$ cat src/verilog/dcpll_pkg.sv
/*
 * Constants, register map and types of the converter clock and PLL control block.
 * Assumes a 32-bit APB master, with register indices multiplied by four to give byte addresses.
 */
package dcpll_pkg;
	// Register indices; the byte address is four times the index.
	localparam logic [11:0] IDX_OUTDIV = 12'h094;
	localparam logic [11:0] IDX_BYPASS = 12'h095;
	localparam logic [11:0] IDX_CALCTL = 12'h792;
	localparam logic [11:0] IDX_PREDIV = 12'h793;
	localparam logic [11:0] IDX_CPCUR = 12'h794;
	localparam logic [11:0] IDX_LOCK = 12'h7B5;
	localparam logic [11:0] IDX_FBDIV = 12'h7B0;
	localparam logic [11:0] IDX_DCC = 12'h7B1;
	localparam logic [11:0] IDX_IRQSTAT = 12'h7B2;
	localparam logic [11:0] IDX_IRQMASK = 12'h7B3;
	localparam int ADDR_LSB = 2;

	// Reset values.
	localparam logic [7:0] RST_BYPASS = 8'h01;
	localparam logic [1:0] RST_OUTDIV = 2'h0;
	localparam logic [1:0] RST_PREDIV = 2'h0;
	localparam logic [5:0] RST_CPCUR = 6'h08;
	localparam logic [5:0] RST_FBDIV = 6'h0A;
	localparam logic RST_DCC = 1'b1;
	localparam logic [3:0] RST_MASK = 4'h0;

	// Field positions.
	localparam int BIT_BYPASS = 0;
	localparam int BIT_CALTRIG = 1;
	localparam int BIT_LOCK = 0;
	localparam int BIT_DCC = 0;

	// Feedback divider legal range and the fixed VCO multiplier.
	localparam logic [5:0] FBDIV_MIN = 6'h02;
	localparam logic [5:0] FBDIV_MAX = 6'h32;
	localparam int VCO_MULT = 8;

	// Interrupt status bit positions.
	localparam int EV_CALDONE = 0;
	localparam int EV_LOCKGAIN = 1;
	localparam int EV_LOCKLOST = 2;
	localparam int EV_FBRANGE = 3;
	localparam int NUM_EV = 4;

	typedef enum logic [1:0]
	{
		ST_IDLE = 2'b00,
		ST_CAL = 2'b01,
		ST_WAITLOCK = 2'b10,
		ST_LOCKED = 2'b11
	} dcpll_state_t;

	// Settings handed to the analog clock generation.
	typedef struct packed
	{
		logic usePll;
		logic [1:0] predivSel;
		logic [1:0] outDivSel;
		logic [5:0] fbDiv;
		logic [5:0] pllChargePumpCurrent;
		logic dccEnable;
		logic vcoCalRun;
	} dcpll_cfg_t;
endpackage : dcpll_pkg

$ cat src/verilog/dcpll_ctrl.sv
/*
 * Digital control of converter sample clock generation: clock source choice, dividers,
 * VCO calibration sequencing, lock indication and interrupt, with an APB register slave.
 * Assumes pins are synchronous to clk and that the analog PLL reports its lock detector
 * level on lockDetIn.
 */
module dcpll_ctrl
	import dcpll_pkg::*;
#(
	parameter int CAL_CYCLES = 1024,
	parameter int ADDR_W = 16
)
(
	input wire logic clk,
	input wire logic rst_b,
	input wire logic psel,
	input wire logic penable,
	input wire logic pwrite,
	input wire logic [ADDR_W-1:0] paddr,
	input wire logic [31:0] pwdata,
	output logic [31:0] prdata,
	output logic pready,
	output logic pslverr,
	input wire logic lockDetIn,
	output dcpll_cfg_t pllCfg,
	output logic [8:0] ratioNum,
	output logic [4:0] ratioDen,
	output logic pllLocked,
	output logic irq
);
	localparam int CNT_W = $clog2(CAL_CYCLES + 1);
	localparam logic [CNT_W-1:0] CAL_LAST = CNT_W'(CAL_CYCLES - 1);

	logic [7:0] bypass_r, bypass_nxt;
	logic [1:0] outDiv_r, outDiv_nxt;
	logic [1:0] prediv_r, prediv_nxt;
	logic [5:0] cpCur_r, cpCur_nxt;
	logic [5:0] fbDiv_r, fbDiv_nxt;
	logic calTrig_r, calTrig_nxt;
	logic dcc_r, dcc_nxt;
	logic [NUM_EV-1:0] irqStat_r, irqStat_nxt;
	logic [NUM_EV-1:0] irqMask_r, irqMask_nxt;
	logic ack_r, ack_nxt;
	logic err_r, err_nxt;
	logic [31:0] rdata_r, rdata_nxt;
	dcpll_state_t state_r, state_nxt;
	logic [CNT_W-1:0] calCnt_r, calCnt_nxt;
	logic [8:0] ratioNum_r, ratioNum_nxt;
	logic [4:0] ratioDen_r, ratioDen_nxt;
	logic irq_r, irq_nxt;

	localparam int IDX_W = 12;
	logic [IDX_W-1:0] idx;
	logic wrEn;
	logic calStart;
	logic divWrite;
	logic [NUM_EV-1:0] events;
	logic accessStart;
	logic addrBad;
	logic fbOutOfRange;
	logic lockedNow;
	logic [NUM_EV-1:0] statClr;

	assign idx = paddr[ADDR_LSB +: IDX_W];
	assign wrEn = psel & penable & pwrite & ack_r & ~err_r;
	assign accessStart = psel & penable & ~ack_r;
	assign addrBad = (paddr[ADDR_LSB-1:0] != '0) || (paddr[ADDR_W-1:ADDR_LSB+IDX_W] != '0);
	assign fbOutOfRange = (pwdata[5:0] < FBDIV_MIN) || (pwdata[5:0] > FBDIV_MAX);
	assign lockedNow = (state_r == ST_LOCKED);

	// Register file. The answer is registered, so every access carries one wait state and
	// read data comes from a flop; a refused access still answers, with its error flag.
	always_comb
	begin
		bypass_nxt = bypass_r;
		outDiv_nxt = outDiv_r;
		prediv_nxt = prediv_r;
		cpCur_nxt = cpCur_r;
		fbDiv_nxt = fbDiv_r;
		calTrig_nxt = calTrig_r;
		dcc_nxt = dcc_r;
		irqMask_nxt = irqMask_r;
		ack_nxt = accessStart;
		err_nxt = err_r;
		rdata_nxt = rdata_r;
		calStart = 1'b0;
		divWrite = 1'b0;
		if (accessStart)
		begin
			err_nxt = 1'b0;
			rdata_nxt = '0;
			unique case (idx)
				IDX_BYPASS: rdata_nxt[7:0] = bypass_r;
				IDX_OUTDIV: rdata_nxt[1:0] = outDiv_r;
				IDX_PREDIV: rdata_nxt[1:0] = prediv_r;
				IDX_CPCUR: rdata_nxt[5:0] = cpCur_r;
				IDX_FBDIV: rdata_nxt[5:0] = fbDiv_r;
				IDX_CALCTL: rdata_nxt[BIT_CALTRIG] = calTrig_r;
				IDX_DCC: rdata_nxt[BIT_DCC] = dcc_r;
				IDX_LOCK: rdata_nxt[BIT_LOCK] = lockedNow;
				IDX_IRQSTAT: rdata_nxt[NUM_EV-1:0] = irqStat_r;
				IDX_IRQMASK: rdata_nxt[NUM_EV-1:0] = irqMask_r;
				default: err_nxt = 1'b1;
			endcase
			if (addrBad)
			begin
				err_nxt = 1'b1;
			end
		end
		// Writes land at the end of the access phase. The lock register ignores writes, and
		// the status register is cleared by the per-flag logic further down.
		if (wrEn)
		begin
			unique case (idx)
				IDX_BYPASS: bypass_nxt = pwdata[7:0];
				IDX_OUTDIV:
				begin
					outDiv_nxt = pwdata[1:0];
					divWrite = 1'b1;
				end
				IDX_PREDIV:
				begin
					prediv_nxt = pwdata[1:0];
					divWrite = 1'b1;
				end
				IDX_CPCUR: cpCur_nxt = pwdata[5:0];
				IDX_FBDIV:
				begin
					fbDiv_nxt = pwdata[5:0];
					divWrite = 1'b1;
				end
				// Only a falling trigger starts a run, so rewriting zero is harmless.
				IDX_CALCTL:
				begin
					calTrig_nxt = pwdata[BIT_CALTRIG];
					calStart = calTrig_r & ~pwdata[BIT_CALTRIG];
				end
				IDX_DCC: dcc_nxt = pwdata[BIT_DCC];
				IDX_IRQMASK: irqMask_nxt = pwdata[NUM_EV-1:0];
				default: ;
			endcase
		end
	end

	always_ff @(posedge clk)
	begin
		if (!rst_b)
		begin
			bypass_r <= RST_BYPASS;
			outDiv_r <= RST_OUTDIV;
			prediv_r <= RST_PREDIV;
			cpCur_r <= RST_CPCUR;
			fbDiv_r <= RST_FBDIV;
			calTrig_r <= 1'b0;
			dcc_r <= RST_DCC;
			irqMask_r <= RST_MASK;
			ack_r <= 1'b0;
			err_r <= 1'b0;
			rdata_r <= '0;
		end
		else
		begin
			bypass_r <= bypass_nxt;
			outDiv_r <= outDiv_nxt;
			prediv_r <= prediv_nxt;
			cpCur_r <= cpCur_nxt;
			fbDiv_r <= fbDiv_nxt;
			calTrig_r <= calTrig_nxt;
			dcc_r <= dcc_nxt;
			irqMask_r <= irqMask_nxt;
			ack_r <= ack_nxt;
			err_r <= err_nxt;
			rdata_r <= rdata_nxt;
		end
	end

	// Calibration and lock sequencing. A new divider setting leaves the VCO on a band picked
	// for the old one, so any divider write or a return to bypass drops lock and the host
	// has to calibrate again.
	always_comb
	begin
		state_nxt = state_r;
		calCnt_nxt = calCnt_r;
		events = '0;
		unique case (state_r)
			ST_IDLE:
			begin
				calCnt_nxt = '0;
			end
			ST_CAL:
			begin
				// The run length is fixed; the analog side calibrates while vcoCalRun stands.
				calCnt_nxt = calCnt_r + 1'b1;
				if (calCnt_r == CAL_LAST)
				begin
					state_nxt = ST_WAITLOCK;
					events[EV_CALDONE] = 1'b1;
				end
			end
			ST_WAITLOCK:
			begin
				// The detector level is taken as synchronous; a one-cycle glitch counts as lock.
				if (lockDetIn)
				begin
					state_nxt = ST_LOCKED;
					events[EV_LOCKGAIN] = 1'b1;
				end
			end
			ST_LOCKED:
			begin
				// A lost lock is reported once; lock is then sought again without a new run.
				if (!lockDetIn)
				begin
					state_nxt = ST_WAITLOCK;
					events[EV_LOCKLOST] = 1'b1;
				end
			end
		endcase
		if (bypass_r[BIT_BYPASS] || divWrite)
		begin
			state_nxt = ST_IDLE;
			events[EV_LOCKLOST] = (state_r == ST_LOCKED);
		end
		else if (calStart)
		begin
			state_nxt = ST_CAL;
			calCnt_nxt = '0;
		end
		if (wrEn && idx == IDX_FBDIV && fbOutOfRange)
		begin
			events[EV_FBRANGE] = 1'b1;
		end
		// Converter to reference clock ratio, one cycle behind the divider registers.
		ratioNum_nxt = 9'(VCO_MULT * fbDiv_r);
		ratioDen_nxt = 5'((prediv_r + 3'd1) * (outDiv_r + 3'd1));
	end

	// Sticky status flags, one per event. An event in the cycle of a write-one clear wins,
	// so an event is never lost to the clear of a flag that software has already seen.
	for (genvar ev = 0; ev < NUM_EV; ev++)
	begin : gStatus
		assign statClr[ev] = wrEn && (idx == IDX_IRQSTAT) && pwdata[ev];
		assign irqStat_nxt[ev] = events[ev] | (irqStat_r[ev] & ~statClr[ev]);
	end
	assign irq_nxt = |(irqStat_nxt & irqMask_nxt);

	// Sequencer, status, interrupt and ratio registers.
	always_ff @(posedge clk)
	begin
		if (!rst_b)
		begin
			state_r <= ST_IDLE;
			calCnt_r <= '0;
			irqStat_r <= '0;
			irq_r <= 1'b0;
			ratioNum_r <= '0;
			ratioDen_r <= '0;
		end
		else
		begin
			state_r <= state_nxt;
			calCnt_r <= calCnt_nxt;
			irqStat_r <= irqStat_nxt;
			irq_r <= irq_nxt;
			ratioNum_r <= ratioNum_nxt;
			ratioDen_r <= ratioDen_nxt;
		end
	end

	// Settings to the analog clock generation come straight from flops, except usePll, the inverted bypass bit, and vcoCalRun, decoded from state_r.
	always_comb
	begin
		pllCfg.usePll = ~bypass_r[BIT_BYPASS];
		pllCfg.predivSel = prediv_r;
		pllCfg.outDivSel = outDiv_r;
		pllCfg.fbDiv = fbDiv_r;
		pllCfg.pllChargePumpCurrent = cpCur_r;
		pllCfg.dccEnable = dcc_r;
		pllCfg.vcoCalRun = (state_r == ST_CAL);
	end

	assign pready = ack_r;
	// The error flag outlives its access, so it is shown only together with pready.
	assign pslverr = ack_r & err_r;
	assign prdata = rdata_r;
	assign pllLocked = lockedNow;
	assign ratioNum = ratioNum_r;
	assign ratioDen = ratioDen_r;
	assign irq = irq_r;
endmodule : dcpll_ctrl

$ cat config.mk
export PLATFORM = sky130hd
export DESIGN_NAME = dcpll_ctrl
export DESIGN_NICKNAME = d
export VERILOG_FILES = /design/src/verilog/dcpll_pkg.sv /design/src/verilog/dcpll_ctrl.sv
export SDC_FILE = /design/constraint.sdc
export NUM_CORES = 1
export LEC_CHECK = 0
export ABC_AREA = 1
export BUFFER_PORTS_ARGS = -buffer_cell sky130_fd_sc_hd__buf_4
export CORE_ASPECT_RATIO = 1.4
export CORE_MARGIN = 5
export CORE_UTILIZATION = 46
export CTS_CLUSTER_DIAMETER = 80
export DETAILED_ROUTE_END_ITERATION = 10
export PLACE_DENSITY = 0.77
export SYNTH_ARGS = -nofsm -noshare
export SYNTH_HDL_FRONTEND = slang
export SYNTH_SLANG_ARGS = --single-unit
$ cat constraint.sdc
create_clock -name clk -period 2.2 [get_ports clk]
set_input_delay 0.22 -clock clk [delete_from_list [all_inputs] [get_ports clk]]
set_output_delay 0.22 -clock clk [all_outputs]
set_load 0.01 [all_outputs]
Yosys cells after proc, flatten, opt, wreduce, memory -nomap -nowiden
Index checks and enable logic that the tools add are counted.
{ "totals": {"ff_bits": 72, "in_bits": 54, "out_inout_bits": 69, "word_cells": 128} }
{ "op_classes": {"add_sub_neg": 3, "mul": 1, "magnitude_cmp": 2, "eq_ne": 20, "mux": 29, "bitwise": 25, "reduce_logical": 29} }
{ "ops": {"columns": ["cell", "count"], "rows": [
  ["$eq 12x11->1 const B", 8],
  ["$eq 12x8->1 const B", 2],
  ["$mux 11", 2],
  ["$pmux 11 s2", 1],
  ["$mux 1", 15],
  ["$reduce_and 2->1", 7],
  ["$pmux 2 s3", 2],
  ["$add 11x1->11 const B", 1],
  ["$and 1x1->1", 11],
  ["$eq 11x10->1 const B", 1],
  ["$pmux 2 s5", 1],
  ["$reduce_or 10->1", 1],
  ["$not 1->1", 9],
  ["$pmux 1 s9", 1],
  ["$mux 2", 4],
  ["$mux 4", 2],
  ["$pmux 1 s8", 1],
  ["$reduce_and 4->1", 2],
  ["$logic_and 1x1->1", 7],
  ["$add 2x1->3 const B", 2],
  ["$gt 6x6->1 const B", 1],
  ["$lt 6x2->1 const B", 1],
  ["$reduce_or 3->1", 2],
  ["$mul 3x3->5", 1],
  ["other kinds (16)", 24]
]} }

Logic depth before layout (Yosys ltp)
{ "logic_depth": {"word_depth": 11, "mapped_depth": 14, "mapped_depth_nobuf": 13} }

Worst setup path before layout
No wires, ideal clock.
{ "synth_path": {"path_type": "flip-flop to flip-flop", "from": "register prediv_r[0]", "to": "register ratioDen_r[4] (netlist: ratioDen[4])", "arrival_ps": 2136, "required_time_ps": 2080, "setup_slack_ps": -56, "stages_incl_launch_ff": 11, "n_path_buf": 0, "cell_sequence": "dfxtp_1 -> ha_1 -> nand2_1 -> fa_1 -> inv_1 -> ha_1 -> inv_1 -> fa_1 -> xor2_1 -> o21ai_0 -> a21oi_1"} }
{ "synth_between": {"elab_chain_cells": 2} }
{ "synth_rtl": {"columns": ["element", "line_no", "text"], "rows": [
  ["start, declared", "dcpll_ctrl.sv:36", "logic [1:0] prediv_r, prediv_nxt;"],
  ["start signal, assigned", "dcpll_ctrl.sv:165", "prediv_r <= prediv_nxt;"],
  ["$add 2x1->3", "dcpll_ctrl.sv:235", "ratioDen_nxt = 5'((prediv_r + 3'd1) * (outDiv_r + 3'd1));"],
  ["$mul 3x3->5", "dcpll_ctrl.sv:235", null],
  ["end signal, assigned", "dcpll_ctrl.sv:266", "ratioDen_r <= ratioDen_nxt;"],
  ["end, declared", "dcpll_ctrl.sv:49", "logic [4:0] ratioDen_r, ratioDen_nxt;"]
]} }
No other way between the ends.
A chain may end at the register's enable or synchronous reset.

Worst setup path after layout
Same ends and word-level chain as after synthesis.

==> results.md <==
- Wires add up to approximately 9500 microns.
- Between clock sinks in the finished design, the worst skew comes to between 0.007 and 0.008 ns.
- After clock tree synthesis, the flow added hold-fix buffers numbering 0.
- The final worst-path cycle share is 97.2%.
- The minimum setup slack in the final design is 0.0610 ns.
- Entering global routing, the biggest net connects 40 pins.
- After synthesis the netlist holds a flip-flop and latch count of slightly below 70.
- The async set or reset register ratio after synthesis is 0%.
- For the finished layout, the period the worst path requires is 2.14 ns.
- The clock transition time at the flip-flop clock pins of the worst setup and hold paths is 0.08 ns.
- The worst setup path is captured at a register.
- Yosys mapped the design onto 43 distinct sky130hd cell types.
- The critical path data arrival time is 2.38 ns.
- The detailed router finished its first iteration with 252 violations.
- Summed over all cells, the static leakage comes to 2.09 nW.
- The final layout contains 654 nets.
- The worst setup path is of the register to register kind.
- A synthesized cell averages between 7 and 8 sq um.
- Counting along the longest clock path gives a buffer depth of 2.
- Max-cap violations in this run came to 0.
- The placed instances occupy a cell area of between 4000 and 5000 sq um.
- The number of standard cells after synthesis is 512.
- The flow ran to the end, and the final reports show no timing, DRC or antenna violations.
- The floorplan step set the die height to about 120 microns.
- Yosys mapped a number of flops with a built-in enable equal to 0.
- In the global route stage, overall resource usage came out at 19.3%.
- In this run the tightest slew margin relative to its limit is 45.5%.
- The detailed-route vias per instance is 4.93.
- The maximum vdd ir drop is between 0.0004 and 0.0005 V.
- During synthesis, Yosys emitted a total of 0 warnings.
- The wire length per cell is 13.6 microns.
- For this configuration, the core starts out at a cell density of 47.4%.
- During placement, the flow inserted port buffers numbering 71.
- Routability-driven placement finished with a final weighted congestion of between 0.8 and 0.9.
- The clock insertion delay at the later pin of the skew report is 0.35 ns.
- The area overhead of the layout relative to synthesis is 21.8%.
- The area of the die is between 9000 and 10000 sq um.
- CTS saw 69 sinks.
- The remaining antenna violation count is 0.
- Clock tree synthesis selected as its root buffer the cell clkbuf_8.
- The floorplan step set the die width to around 86 microns.
- The final routed DRC violation total is 0.
- After global routing the overflow that remains totals 0.
- The HPWL after detailed placement is 7320 microns.
- 123 I/O pins were placed.
- The core region is between 7000 and 8000 sq um.
- The biggest fanout along the worst timing path is 6.
- The library cell used most frequently in the layout, excluding fill and tap cells, is nand2_1.
- The required time reported for the critical path endpoint is 2.44 ns.
- The detailed-router iteration count before antenna repair is 4.
- The hold violation count in the final report is 0.
- In the layout the commonest cells are nand2_1 (101), buf_4 (83), inv_1 (69), dfxtp_1 (65), nor2_1 (58).
- In this run the power density over the cells is 553 nW/um^2.
- 0 antenna diodes ended up in the layout.
- The number of pins exceeding their max-slew limit in the final report came to 0.
- After synthesis the cells add up to 3700 sq um.
- The pre-CTS setup slack is -0.0572 ns.
- The sequential-to-total area share from yosys stat is 37.3%.
- TritonCTS built the clock tree.
- Setup repair after global routing could not meet its margin everywhere.
- The total number of vias is 3439.
- The initialized floorplan defines 38 standard-cell rows.
- Setup violations remaining at the end of the flow were counted as 0.
- The post-CTS setup buffer count is 0.
- The tightest hold path in the finished design has a slack of ~0.16 ns.
- Adding up every negative setup slack in the final design gives 0 ns.
- The first global-routing pass estimated 15400 microns of wire.
- The fill cell total of the finished layout is 744.
- The fraction of layout cells with a size suffix above 1 is 24.0%.
- The slew at the pin with the worst max-slew slack is 0.816 ns.
- The path type of the worst min-delay path is input pin to register.
- Timing would allow up to 468 MHz.
- The post-layout instance area is 4510 sq um.
- The via count of the first global-routing pass is 3391.
- The initial antenna violation count came to 0.
- The most frequently used flop master after synthesis is dfxtp_1.
- The number of clock buffers inserted by TritonCTS is 9.
- STA classifies the critical path startpoint as a register.
- The H-tree was split into 3 levels.
cells in the mapped netlist, drive strengths merged (2+ instances only):
master / n / area (sq um)
o21ai: 38 / 194
xor2: 5 / 43.8
ha: 6 / 75.1
nand4: 12 / 81.3
xnor2: 4 / 35.0
nand2: 110 / 443
a22oi: 2 / 15.0
o211ai: 2 / 15.0
clkbuf: 4 / 15.0
a21oi: 38 / 190
inv: 73 / 274
dfxtp: 69 / 1380
nor3: 8 / 56.3
nor2: 69 / 325
a211oi: 5 / 57.6
buf: 36 / 263
nand3: 21 / 140
fa: 2 / 40.0
what timing repair did:
item | 4_1_cts | 5_1_grt
pin swaps | 3 | 1
gates resized for setup | 5 | 3
endpoints found under the setup margin | 1 | 1
final timing paths:
check,slack (ns),to,start,cells after the start
worst min-delay path,0.16,cpCur_r[3]$_SDFFE_PN1P_,pwdata[3],3
worst max register to register,0.06,ratioDen[4]$_SDFF_PN0_,prediv_r[0]$_SDFFE_PN0P_,11
worst max-delay path,0.06,ratioDen[4]$_SDFF_PN0_,prediv_r[0]$_SDFFE_PN0P_,11
worst min register to register,0.45,bypass_r[7]$_SDFFE_PN0P_,bypass_r[7]$_SDFFE_PN0P_,2
sequential cells by signal (all words and copies together), names as in the netlist, 4 cells and up:
register   flops
bypass_r       8
ratioNum       6
ratioDen       5
irqStat_r      4
cpCur_r        6
irqMask_r      4
calCnt_r      11
prdata         8
fbDiv_r        6
final cells by class:
| type | instances | area [sq um] | share of cell area [%] |
|---|---|---|---|
| clock buffer | 9 | 124 | 2.75 |
| clock inverter | 7 | 73.8 | 1.64 |
| tap | 100 | 125 | 2.78 |
| sequential | 69 | 1390 | 30.8 |
| timing repair buffer | 83 | 623 | 13.8 |
| multi-input combinational | 356 | 1900 | 42.2 |
| inverter | 73 | 274 | 6.08 |
cell families after synthesis:
logic type      count (synthesis)  share of synthesized area, %
simple gates                  224                          29.1
buf+inv                       113                          14.9
compound gates                 88                          13.4
flops                          69                          37.3
xor+xnor                        9                          2.13
fa+ha+maj                       8                          3.11
other cells                     1                         0.101
metrics by stage:
step,utilization [%],std cells,total power [W]
6_report,57.8,697,0.00249
5_1_grt,57.8,697,0.00259
4_1_cts,57.7,697,0.00251
3_5_place_dp,54.8,681,0.00148
3_3_place_gp,54.8,681,0.00147
2_1_floorplan,-,538,0.00143
per-layer routing:
layer	vias up	wire [microns]	GRT usage, %
li1	1741	-	-
met1	1582	3800	22.1
met2	95	4980	35.0
met3	21	471	3.53
met4	0	249	8.55
met5	-	0	0
critical path: stages (launching register included):
cell,delay [ns]
dfxtp_2,0.34
buf_4,0.15
inv_1,0.08
nand2_2,0.06
fa_1,0.48
inv_1,0.07
ha_1,0.14
inv_1,0.05
fa_2,0.35
xor2_2,0.16
o21ai_1,0.11
a21oi_1,0.05
power by group:
| part | switching, W | internal, W | total, W | leakage [nW] |
|---|---|---|---|---|
| clock network | 0.000513 | 0.000529 | 0.00104 | 0.100 |
| registers | 0.00000565 | 0.00126 | 0.00126 | 0.560 |
| logic | 0.000118 | 0.0000672 | 0.000186 | 1.43 |
(Power assumes the default switching activity.)
